`src/core/second_stage_loop_pkg.sv`:
```
/*
 * Constants for the second-stage loop divider control block: register
 * indices and byte addresses, field positions, reset values, state codes.
 * Assumes a 32-bit Avalon-MM slave with byte addressing, 8-bit registers
 * in the low byte lane of each word.
 */
// What this block does
// RULE1: The reference divider divides by its 5-bit field, 1 to 31.
// RULE2: A reference field of zero divides by one, like a field of one.
// RULE3: The feedback divider divides by its 8-bit field plus one, 1 to 256.
// RULE4: Power-down set stops the feedback divider, clear (default) runs it.
// RULE5: After a sync the feedback divider starts at its 6-bit phase setting.
// RULE6: Each phase step is half a period of the VCO-divider output clock.
// RULE7: Phase zero gives no offset, 63 gives 31.5 periods, linear in between.
// RULE8: Bypass zeroes the zero resistor; software must add an external one.
// RULE9: Bypass is the top bit of one loop-filter field over two registers.
// RULE10: Reserved bits read as zero and writes to them do nothing.
package second_stage_loop_pkg;

	localparam int ADDR_W = 12;
	localparam int DATA_W = 32;
	localparam int REG_W = 8;
	localparam int REF_DIV_W = 5;
	localparam int FB_DIV_W = 8;
	localparam int PHASE_W = 6;
	localparam int LOOP_FILTER_W = 9;

	// Register indices; the byte address is four times the index
	localparam logic [ADDR_W-1:0] IDX_LOOP_FILTER_LOW = 12'h205;
	localparam logic [ADDR_W-1:0] IDX_BYPASS = 12'h206;
	localparam logic [ADDR_W-1:0] IDX_REF_DIV = 12'h207;
	localparam logic [ADDR_W-1:0] IDX_FB_DIV = 12'h208;
	localparam logic [ADDR_W-1:0] IDX_PHASE_POWER = 12'h209;
	localparam logic [ADDR_W-1:0] IDX_STATUS = 12'h20A;

	localparam logic [ADDR_W-1:0] ADDR_LOOP_FILTER_LOW =
		ADDR_W'(IDX_LOOP_FILTER_LOW * 4);
	localparam logic [ADDR_W-1:0] ADDR_BYPASS = ADDR_W'(IDX_BYPASS * 4);
	localparam logic [ADDR_W-1:0] ADDR_REF_DIV = ADDR_W'(IDX_REF_DIV * 4);
	localparam logic [ADDR_W-1:0] ADDR_FB_DIV = ADDR_W'(IDX_FB_DIV * 4);
	localparam logic [ADDR_W-1:0] ADDR_PHASE_POWER =
		ADDR_W'(IDX_PHASE_POWER * 4);
	localparam logic [ADDR_W-1:0] ADDR_STATUS = ADDR_W'(IDX_STATUS * 4);

	// Field positions
	localparam int BYPASS_BIT = 0;
	localparam int PD_BIT = 6;
	localparam int ST_STATE_LSB = 0;
	localparam int ST_FB_OUT_BIT = 2;
	localparam int ST_REF_OUT_BIT = 3;
	localparam int ST_SYNC_BIT = 4;
	localparam int BE_LOW_LANE = 0;

	// Reset values
	localparam logic [REG_W-1:0] RST_LOOP_FILTER_LOW = 8'h00;
	localparam logic RST_BYPASS = 1'b0;
	localparam logic [REF_DIV_W-1:0] RST_REF_DIV = 5'h00;
	localparam logic [FB_DIV_W-1:0] RST_FB_DIV = 8'h00;
	localparam logic [PHASE_W-1:0] RST_PHASE = 6'h00;
	localparam logic RST_PD = 1'b0;

	typedef enum logic [1:0] {
		FB_OFF = 2'b00,
		FB_HOLD = 2'b01,
		FB_DELAY = 2'b10,
		FB_RUN = 2'b11
	} fb_state_t;

endpackage

```
`src/core/second_stage_loop_divider_ctrl.sv`:
```
/*
 * Second-stage loop divider control: reference input divider, loop
 * feedback divider with power-down and sync phase, loop filter bypass.
 * Registers are reached over an Avalon-MM slave with waitrequest.
 * Assumes the reference and VCO-divider inputs are slow against the
 * core clock (below a quarter of it), since they are sampled as data.
 */
`timescale 1ns/1ps
`default_nettype none
module second_stage_loop_divider_ctrl #(
	parameter int REF_W = second_stage_loop_pkg::REF_DIV_W,
	parameter int FB_W = second_stage_loop_pkg::FB_DIV_W,
	parameter int PH_W = second_stage_loop_pkg::PHASE_W
) (
	// Clock and reset
	input wire logic i_core_clk,
	input wire logic i_arst_n,
	// Avalon-MM slave
	input wire logic [second_stage_loop_pkg::ADDR_W-1:0] i_avs_address,
	input wire logic i_avs_read,
	input wire logic i_avs_write,
	input wire logic [second_stage_loop_pkg::DATA_W-1:0] i_avs_writedata,
	input wire logic [3:0] i_avs_byteenable,
	output logic [second_stage_loop_pkg::DATA_W-1:0] o_avs_readdata,
	output logic o_avs_waitrequest,
	// Clock pins and sync
	input wire logic i_ref_in,
	input wire logic i_vco_div_in,
	input wire logic i_sync,
	// Divided clocks
	output logic o_ref_div_clk,
	output logic o_fb_div_clk,
	// Loop filter control
	output logic [second_stage_loop_pkg::LOOP_FILTER_W-1:0]
		o_loop_filter_ctrl,
	output logic o_zero_res_bypass
);

	localparam int DW = second_stage_loop_pkg::DATA_W;
	localparam int RW = second_stage_loop_pkg::REG_W;

	// Bus state
	logic wait_q;
	logic req;
	logic fire;
	logic wr_fire;

	// Software registers
	logic [RW-1:0] lf_low_q;
	logic bypass_q;
	logic [REF_W-1:0] ref_field_q;
	logic [FB_W-1:0] fb_field_q;
	logic [PH_W-1:0] phase_q;
	logic pd_q;
	logic ref_reload_q;

	// Pin synchronisers: bit 0 feeds only bit 1, bit 2 is edge history
	logic [2:0] ref_sync_q;
	logic [2:0] vco_sync_q;
	logic [1:0] sync_sync_q;
	logic ref_tick;
	logic vco_tick;
	logic sync_lvl;

	// Feedback sequencing
	second_stage_loop_pkg::fb_state_t fb_state_q;
	second_stage_loop_pkg::fb_state_t fb_state_d;
	logic [PH_W-1:0] delay_q;
	logic fb_clear;
	logic fb_tick;
	logic [FB_W:0] fb_half;
	logic [REF_W-1:0] ref_half;

	// Reference ratio: field zero behaves as one
	function automatic logic [REF_W-1:0] ref_ratio(
		input logic [REF_W-1:0] field
	);
		if (field == '0) begin
			ref_ratio = REF_W'(1);
		end else begin
			ref_ratio = field;
		end
	endfunction

	function automatic logic [DW-1:0] read_mux(
		input logic [second_stage_loop_pkg::ADDR_W-1:0] addr,
		input second_stage_loop_pkg::fb_state_t st
	);
		logic [DW-1:0] v;
		v = '0;
		if (addr == second_stage_loop_pkg::ADDR_LOOP_FILTER_LOW) begin
			v[RW-1:0] = lf_low_q;
		end else if (addr == second_stage_loop_pkg::ADDR_BYPASS) begin
			v[second_stage_loop_pkg::BYPASS_BIT] = bypass_q; // [RULE10]
		end else if (addr == second_stage_loop_pkg::ADDR_REF_DIV) begin
			v[REF_W-1:0] = ref_field_q; // [RULE10]
		end else if (addr == second_stage_loop_pkg::ADDR_FB_DIV) begin
			v[FB_W-1:0] = fb_field_q;
		end else if (addr == second_stage_loop_pkg::ADDR_PHASE_POWER) begin
			v[PH_W-1:0] = phase_q; // [RULE10]
			v[second_stage_loop_pkg::PD_BIT] = pd_q;
		end else if (addr == second_stage_loop_pkg::ADDR_STATUS) begin
			v[second_stage_loop_pkg::ST_STATE_LSB +: 2] = st;
			v[second_stage_loop_pkg::ST_FB_OUT_BIT] = o_fb_div_clk;
			v[second_stage_loop_pkg::ST_REF_OUT_BIT] = o_ref_div_clk;
			v[second_stage_loop_pkg::ST_SYNC_BIT] = sync_lvl;
		end else begin
			v = '0;
		end
		read_mux = v;
	endfunction

	// Bus handshake: one wait cycle, then the access completes
	assign req = i_avs_read | i_avs_write;
	assign fire = req & ~wait_q;
	assign wr_fire = fire & i_avs_write &
		i_avs_byteenable[second_stage_loop_pkg::BE_LOW_LANE];

	always_ff @(posedge i_core_clk or negedge i_arst_n) begin
		if (!i_arst_n) begin
			wait_q <= 1'b1;
		end else begin
			wait_q <= ~(req & wait_q);
		end
	end

	assign o_avs_waitrequest = wait_q;

	// Read data captured as waitrequest falls, so it stands with it
	always_ff @(posedge i_core_clk or negedge i_arst_n) begin
		if (!i_arst_n) begin
			o_avs_readdata <= '0;
		end else if (i_avs_read & wait_q) begin
			o_avs_readdata <= read_mux(i_avs_address, fb_state_q);
		end
	end

	// Loop filter registers
	always_ff @(posedge i_core_clk or negedge i_arst_n) begin
		if (!i_arst_n) begin
			lf_low_q <= second_stage_loop_pkg::RST_LOOP_FILTER_LOW;
			bypass_q <= second_stage_loop_pkg::RST_BYPASS;
		end else if (wr_fire) begin
			if (i_avs_address ==
				second_stage_loop_pkg::ADDR_LOOP_FILTER_LOW) begin
				lf_low_q <= i_avs_writedata[RW-1:0];
			end else if (i_avs_address ==
				second_stage_loop_pkg::ADDR_BYPASS) begin
				// Upper bits are reserved and dropped [RULE10]
				bypass_q <=
					i_avs_writedata[second_stage_loop_pkg::BYPASS_BIT];
			end
		end
	end

	// Divider registers
	always_ff @(posedge i_core_clk or negedge i_arst_n) begin
		if (!i_arst_n) begin
			ref_field_q <= second_stage_loop_pkg::RST_REF_DIV;
			fb_field_q <= second_stage_loop_pkg::RST_FB_DIV;
			phase_q <= second_stage_loop_pkg::RST_PHASE;
			pd_q <= second_stage_loop_pkg::RST_PD;
		end else if (wr_fire) begin
			if (i_avs_address == second_stage_loop_pkg::ADDR_REF_DIV) begin
				ref_field_q <= i_avs_writedata[REF_W-1:0]; // [RULE10]
			end else if (i_avs_address ==
				second_stage_loop_pkg::ADDR_FB_DIV) begin
				fb_field_q <= i_avs_writedata[FB_W-1:0];
			end else if (i_avs_address ==
				second_stage_loop_pkg::ADDR_PHASE_POWER) begin
				phase_q <= i_avs_writedata[PH_W-1:0];
				pd_q <= i_avs_writedata[second_stage_loop_pkg::PD_BIT];
			end
		end
	end

	// A new reference ratio restarts the reference divider cleanly
	always_ff @(posedge i_core_clk or negedge i_arst_n) begin
		if (!i_arst_n) begin
			ref_reload_q <= 1'b0;
		end else begin
			ref_reload_q <= wr_fire &
				(i_avs_address == second_stage_loop_pkg::ADDR_REF_DIV);
		end
	end

	// Loop filter outputs: bypass is the top bit of the joint field
	always_ff @(posedge i_core_clk or negedge i_arst_n) begin
		if (!i_arst_n) begin
			o_loop_filter_ctrl <= '0;
			o_zero_res_bypass <= 1'b0;
		end else begin
			o_loop_filter_ctrl <= {bypass_q, lf_low_q}; // [RULE9]
			// External zero resistor is the user's duty when set [RULE8]
			o_zero_res_bypass <= bypass_q; // [RULE8]
		end
	end

	// Pin synchronisers
	always_ff @(posedge i_core_clk or negedge i_arst_n) begin
		if (!i_arst_n) begin
			ref_sync_q <= '0;
			vco_sync_q <= '0;
			sync_sync_q <= '0;
		end else begin
			ref_sync_q <= {ref_sync_q[1:0], i_ref_in};
			vco_sync_q <= {vco_sync_q[1:0], i_vco_div_in};
			sync_sync_q <= {sync_sync_q[0], i_sync};
		end
	end

	// Both edges tick, so one tick is half an input period [RULE6]
	assign ref_tick = ref_sync_q[1] ^ ref_sync_q[2];
	assign vco_tick = vco_sync_q[1] ^ vco_sync_q[2]; // [RULE6]
	assign sync_lvl = sync_sync_q[1];

	// Half-period count equals the ratio, zero read as one [RULE1] [RULE2]
	assign ref_half = ref_ratio(ref_field_q);

	half_tick_divider #(
		.W(REF_W)
	) u_ref_div (
		.i_core_clk(i_core_clk),
		.i_arst_n(i_arst_n),
		.i_tick(ref_tick),
		.i_clear(ref_reload_q),
		.i_half(ref_half),
		.o_div_q(o_ref_div_clk)
	);

	// Feedback sequencing: power-down wins, then sync hold, then delay
	always_comb begin
		fb_state_d = fb_state_q;
		if (pd_q) begin
			fb_state_d = second_stage_loop_pkg::FB_OFF; // [RULE4]
		end else if (sync_lvl) begin
			fb_state_d = second_stage_loop_pkg::FB_HOLD; // [RULE5]
		end else begin
			case (fb_state_q)
				second_stage_loop_pkg::FB_OFF: begin
					fb_state_d = second_stage_loop_pkg::FB_RUN;
				end
				second_stage_loop_pkg::FB_HOLD: begin
					// Phase zero means no offset [RULE7]
					if (phase_q == '0) begin
						fb_state_d = second_stage_loop_pkg::FB_RUN;
					end else begin
						fb_state_d = second_stage_loop_pkg::FB_DELAY;
					end
				end
				second_stage_loop_pkg::FB_DELAY: begin
					if (vco_tick && delay_q == PH_W'(1)) begin
						fb_state_d = second_stage_loop_pkg::FB_RUN;
					end
				end
				default: begin
					fb_state_d = second_stage_loop_pkg::FB_RUN;
				end
			endcase
		end
	end

	always_ff @(posedge i_core_clk or negedge i_arst_n) begin
		if (!i_arst_n) begin
			fb_state_q <= second_stage_loop_pkg::FB_OFF;
		end else begin
			fb_state_q <= fb_state_d;
		end
	end

	// Offset counts phase_q half-period ticks after sync release [RULE7]
	always_ff @(posedge i_core_clk or negedge i_arst_n) begin
		if (!i_arst_n) begin
			delay_q <= '0;
		end else if (fb_state_q == second_stage_loop_pkg::FB_HOLD) begin
			delay_q <= phase_q; // [RULE5]
		end else if (fb_state_q == second_stage_loop_pkg::FB_DELAY &&
			vco_tick) begin
			delay_q <= delay_q - PH_W'(1); // [RULE6]
		end
	end

	// Held cleared unless running; output low while powered down [RULE4]
	assign fb_clear = (fb_state_q != second_stage_loop_pkg::FB_RUN);
	assign fb_tick = vco_tick & ~fb_clear;
	// Field plus one [RULE3]
	assign fb_half = {1'b0, fb_field_q} + (FB_W+1)'(1);

	half_tick_divider #(
		.W(FB_W + 1)
	) u_fb_div (
		.i_core_clk(i_core_clk),
		.i_arst_n(i_arst_n),
		.i_tick(fb_tick),
		.i_clear(fb_clear),
		.i_half(fb_half),
		.o_div_q(o_fb_div_clk)
	);

endmodule
`default_nettype wire

```
`src/core/half_tick_divider.sv`:
```
/*
 * Divider counting half-period ticks: the output toggles every i_half
 * ticks, so with a tick on each input edge the output period is i_half
 * input periods.
 * Assumes i_half is never zero and ticks are one core cycle long.
 */
`timescale 1ns/1ps
`default_nettype none
module half_tick_divider #(
	parameter int W = 8
) (
	// Clock and reset
	input wire logic i_core_clk,
	input wire logic i_arst_n,
	// Control
	input wire logic i_tick,
	input wire logic i_clear,
	input wire logic [W-1:0] i_half,
	// Divided output
	output logic o_div_q
);

	logic [W-1:0] cnt_q;

	always_ff @(posedge i_core_clk or negedge i_arst_n) begin
		if (!i_arst_n) begin
			cnt_q <= '0;
			o_div_q <= 1'b0;
		end else if (i_clear) begin
			cnt_q <= '0;
			o_div_q <= 1'b0;
		end else if (i_tick) begin
			// >= so a ratio lowered mid-count wraps at once
			if (cnt_q >= i_half - W'(1)) begin
				cnt_q <= '0;
				o_div_q <= ~o_div_q;
			end else begin
				cnt_q <= cnt_q + W'(1);
			end
		end
	end

endmodule
`default_nettype wire

```
`config.mk`:
```
export PLATFORM = sky130hd
export DESIGN_NAME = second_stage_loop_divider_ctrl
export DESIGN_NICKNAME = d
export VERILOG_FILES = /design/src/core/second_stage_loop_pkg.sv /design/src/core/second_stage_loop_divider_ctrl.sv /design/src/core/half_tick_divider.sv
export SDC_FILE = /design/constraint.sdc
export NUM_CORES = 1
export LEC_CHECK = 0
export BUFFER_PORTS_ARGS = -buffer_cell sky130_fd_sc_hd__buf_4
export CORE_ASPECT_RATIO = 2
export CORE_MARGIN = 2
export CORE_UTILIZATION = 58
export DETAILED_ROUTE_END_ITERATION = 8
export PLACE_DENSITY = 0.87
export SYNTH_ARGS = -nofsm -noshare
export SYNTH_HDL_FRONTEND = slang
export SYNTH_SLANG_ARGS = --single-unit
```
`constraint.sdc`:
```
create_clock -name i_core_clk -period 6.2 [get_ports i_core_clk]
set_input_delay 1.24 -clock i_core_clk [delete_from_list [all_inputs] [get_ports i_core_clk]]
set_output_delay 1.24 -clock i_core_clk [all_outputs]
set_load 0.01 [all_outputs]
```
## Word level (Yosys, flattened, before mapping)

Index checks and enable logic that the tools add are counted.

| storage, ports and cells | value |
|---|---|
| memory bits (read-only) | 0 |
| bits in latches | 0 |
| memories kept | 0 |
| RAM bits | 0 |
| register bits | 105 |
| word-level logic and storage cells | 115 |

| operators by class | value |
|---|---|
| $add $sub $neg | 6 |
| shift-type cells | 0 |
| multiply operators | 0 |
| div/mod/pow operators | 0 |
| multiplexer cells | 42 |
| order comparisons | 2 |
| reduce and logical (&&, ||, !) cells | 16 |
| bitwise operators | 18 |
| equality and inequality tests | 11 |

Operator list:

| operator | count |
|---|---|
| two-way mux 27 bit | 7 |
| two-way mux 25 bit | 6 |
| == test 12 bit (second input constant) | 6 |
| two-way mux 24 bit | 2 |
| two-way mux 31 bit | 1 |
| two-way mux 5 bit | 6 |
| two-way mux 9 bit | 3 |
| two-way mux 8 bit | 2 |
| two-way mux 6 bit | 2 |
| nonzero test 2 bit | 5 |
| adder 8 x 1 -> 9 bit (second input constant) | 1 |
| adder 9 x 1 -> 9 bit (second input constant) | 1 |
| >= comparator 9 bit | 1 |
| subtractor 9 x 1 -> 9 bit (second input constant) | 1 |
| two-way mux 1 bit | 8 |
| inverter 1 bit | 8 |
| AND reduction 2 bit | 4 |
| AND 1 bit | 7 |
| two-way mux 7 bit | 1 |
| == test 6 x 1 -> 1 bit (second input constant) | 1 |
| logical NOT 6 bit | 1 |
| two-way mux 2 bit | 3 |
| AND reduction 3 bit | 2 |
| subtractor 6 x 1 -> 6 bit (second input constant) | 1 |
| other kinds (13) | 15 |

## Longest topological paths before layout

| depth | value |
|---|---|
| depth in word-level cells | 17 |
| mapped depth | 10 |
| depth with buffers taken out | 10 |

## By module

A second synthesis with hierarchy kept.

| unflattened totals | value |
|---|---|
| cells, all modules | 460 |
| area total of the unflattened synthesis | 4715.8 µm² |

By module, submodules not included:

| module | instances | seq. area each (µm²) | area each (µm²) | cells an instance |
|---|---|---|---|---|
| second_stage_loop_divider_ctrl | 1 | 1602.8 | 3135.5 | 275 |
| half_tick_divider at u_fb_div | 1 | 250.2 | 1093.5 | 128 |
| half_tick_divider at u_ref_div | 1 | 150.1 | 486.7 | 57 |

## Least setup slack after synthesis

No wires, ideal clock.

| path | value |
|---|---|
| path kind | input port to flip-flop |
| start point | in i_avs_address[10] in the netlist's numbering |
| end point | reg fb_field_q[0] |
| stages | 6 |
| library setup time | 0.125 ns |
| required time | 6.075 ns |
| arrival time | 2.933 ns |
| path slack | 3.142 ns |
| cell sequence | or4b_4 -> nor3_4 -> nand4b_4 -> or3_1 -> buf_6 -> mux2_4 |

| on the way | value |
|---|---|
| word-level cells in the longest chain between the ends | 3 |
| elaborated cells between the ends (all ways) | 4 |
| those cells by class | eq/ne (2); bitwise (1); reduce/logical (1) |

Ends and longest elaborated chain:

| what | RTL line | text |
|---|---|---|
| start, declared | second_stage_loop_divider_ctrl.sv:19 | `input wire logic [second_stage_loop_pkg::ADDR_W-1:0] i_avs_address,` |
| == test 12 bit | second_stage_loop_divider_ctrl.sv:164 | `if (i_avs_address == second_stage_loop_pkg::ADDR_REF_DIV) begin` |
| inverter 1 bit (no source line) | - |  |
| AND reduction 3 bit (no source line) (*) | - |  |
| end signal, assigned | second_stage_loop_divider_ctrl.sv:160 | `fb_field_q <= second_stage_loop_pkg::RST_FB_DIV;` |
| end signal, assigned | second_stage_loop_divider_ctrl.sv:168 | `fb_field_q <= i_avs_writedata[FB_W-1:0];` |
| end, declared | second_stage_loop_divider_ctrl.sv:52 | `logic [FB_W-1:0] fb_field_q;` |

Mark *: on every way between the ends. The rest lies on a longest branch, timed or not.
A chain may end at the register's enable or synchronous reset.

## Final worst setup path

| path | value |
|---|---|
| start point | in i_avs_address[10] in the netlist's numbering |
| end point | reg fb_field_q[7] |

The elaborated chain is that of the path after synthesis.

==> out/results.tsv <==
metric	value	unit
status	complete, no violations	
dieArea	7850	um2
nNetsFinal	506	
rrSetupSlack	3.40	ns
netlist_top_cells_area	dfrtp_1 48%, mux2_2 6.0%, ha_1 5.5%, buf_4 4.5%, o21ai_0 3.0%	
post_cts_buffers	0	
ctsResizeCount	0	
rsz0062_at_grt	no	
finalWorstSetupSlack	3.11	ns
syn-mean-instance-area	10.9	um2
drtAntennaViolNets	0	
fp.coreArea	6940	um2
htreeDepth	3	
fp.dieW	63.6	um
tns	0	ns
grt.busiest_layer	met2	
cts_tree	done	
min_period	3.09	ns
maxCapViolCount	0	
clock_latency	0.34	ns
numCtsBuffers	9	
r2r_cells	7	
rows	43	
synth_edf_count	0	
pre_cts_slack	2.77	ns
clkTransAtPathRegs	0.05	ns
slew_violations	0	
fin_skew	0.00794	ns
grt_pass1_wl	15.7	mm
synth_xor_area_share	1.06	%
hold-path-cell-count	0	
gr-usage-met1	24.1	%
max-vdd-ir-drop	0.000176	V
min_to	ref_sync_q[1]	
yosysWarnings	0	
ios	100	
reg2reg_to	u_fb_div.cnt_q[3]	
antenna_cells	0	
cts_hold_buf	0	
pwr-share-comb	7.4	%
max_slew_margin	34.9	%
yosysSeqAreaShare	48.5	%
seq_area	2000	um2
clockBufferDepth	2	
startpoint	i_avs_address[10]	
required	6.42	ns
grtUsageMet3	5.82	%
synth_top_cell_by_area	dfrtp_1	
async_flop_share	100	%
cp.arrival	3.31	ns
max_freq	323	MHz
path_max_fanout	8	
p_switching	254	uW
multiInputGateArea	1930	um2
finalCritPeriodShare	49.9	%
reg2reg_from	u_fb_div.cnt_q[0]	
dr.pass1.iters	4	
routedWlPerCell	18.5	um
clkPwrFrac	45.2	%
drtIter0Drc	203	
synth.distinct_cells	57	
synth_top_area_share	47.9	%
syn_inst	380	
fillers	512	
power.density	239	nW/um2
vias	3193	
hold_viol	0	
synthAdderAreaFrac	5.46	%
hold_start	ref_sync_q[0]	
cp-start-kind	primary input	
power.leakage	2.34	nW
drc_errors	0	
critPathCaptureType	flop	
whs	0.348	ns
grtUsageTotal	26.9	%
setup_violations	0	
max_slew.worst_pin.slew	0.977	ns
cts_root_buf	clkbuf_16	
synthesis.area	4130	um2
overflow	0	
cts.sinks	80	
dp_cells	512	
met2_usage	50.8	%
grt_max_degree	81	
synth_compound_area_share	12.5	%
final_util	68.7	%
yosys.area_share.simple	14.6	%
antenna_found_initial	0	
post_drt_via_cell_ratio	6.05	
initial_core_util	59.5	%
p_int	887	uW
ys_ff_latch	80	
die_h	123	um
p_sw_share	22.3	%
synthMuxAreaShare	10.9	%
layout-drive-gt1-share	22.6	%
routabilityCongestion	0.928	
dp_hpwl	7.20	mm
grt_pass1_vias	3319	
synth_top_family_by_area	simple AND/OR/NAND/NOR gates	
area_delta_synth_final	15.5	%
drt-total-wl	9.78	mm
portBuffers	48	
ys.flop_type	dfrtp_1	
critical_path_class	primary input to flop	
seqPwrFrac	47.4	%
final_cells	528	
min_path_type	flop to flop	
[stage by stage]
stage	power, mW	instance area, um2
floorplan	0.597	4210
global placement	0.629	4480
detailed placement	0.634	4480
CTS	1.14	4770
global route	1.18	4770
finish	1.14	4770
[flip-flops by register name, summed over array words and instances (netlist names), 5 cells and up]
| name | cells |
|---|---|
| delay_q | 6 |
| o_loop_filter_ctrl | 9 |
| lf_low_q | 8 |
| ref_field_q | 5 |
| u_ref_div.cnt_q | 5 |
| phase_q | 6 |
| o_avs_readdata | 8 |
| fb_field_q | 8 |
| u_fb_div.cnt_q | 9 |
[critical path, stage by stage]
cell      delay (ns)
buf_4           0.11
or4b_4          0.55
nor3_4          0.22
nand4b_4        0.18
or3_1           0.62
mux2_4          0.38
[cell usage after synthesis (6+ instances only)]
cell	instances
dfrtp_1	79
nand2_1	32
buf_4	25
o21ai_0	25
mux2_2	22
nor2_1	21
ha_1	18
inv_1	18
a21oi_1	13
or3_1	9
mux2_4	8
mux2i_1	8
a221o_1	6
nand3_1	6
nor3_1	6
[metal layers]
layer / vias up / share of wire (%)
met5: - / 0
met4: 0 / 6.1
met3: 48 / 3.4
met2: 119 / 59
met1: 1587 / 32
li1: 1439 / -
[cell families (layout without fill, tap and decap cells)]
kind of cell | Yosys count | in the layout
adders and majority gates | 18 | 18
and+or+nand+nor | 111 | 111
buffers and inverters | 48 | 83
DFF | 80 | 80
other | 1 | 24
muxes | 38 | 38
AOI/OAI and AO/OA | 79 | 79
xor gates and xnor gates | 5 | 5
[power groups by stage]
stage                     Combinational [mW]  Sequential [mW]  Clock, mW
after detailed placement              0.0839            0.550          0
after global placement                0.0810            0.548          0
after floorplan                       0.0479            0.549          0
final                                 0.0846            0.541      0.515
after global routing                  0.0928            0.542      0.542
after CTS                             0.0847            0.541      0.519
[worst max-delay path by stage]
stage,to,cells past startpoint
4_1_cts,fb_field_q[7],6
2_1_floorplan,fb_field_q[0],6
3_5_place_dp,fb_field_q[7],6
6_report,fb_field_q[7],6
3_3_place_gp,pd_q,6
5_1_grt,phase_q[3],6
[layout make-up]
type | count | area share (%)
tap | 90 | 2.36
clock buffer | 15 | 5.41
timing repair buffer | 49 | 7.72
multi-input combinational | 275 | 40.4
inverter | 18 | 1.42
clock inverter | 1 | 0.630
sequential | 80 | 42.0
[cell usage in the layout (no fill, tap or decap), types with 4 or more instances in the layout]
cell,Yosys,final
mux2i_1,8,8
o21ai_0,25,25
o22ai_1,5,5
a221o_1,6,6
conb_1,1,24
dfrtp_1,79,79
mux2_2,22,22
xor2_1,4,4
mux2_4,8,8
a21o_1,5,5
inv_1,18,18
clkbuf_16,0,9
buf_4,25,49
nand4_1,4,4
nand3_1,6,6
a21oi_1,13,13
nand2_1,32,32
or3_1,9,9
nor2_1,21,21
clkbuf_1,3,5
nand2b_1,5,5
ha_1,18,18
nor3_1,6,6
a31oi_1,5,5
and3_1,4,4
Power figures use the tool's default switching activity.
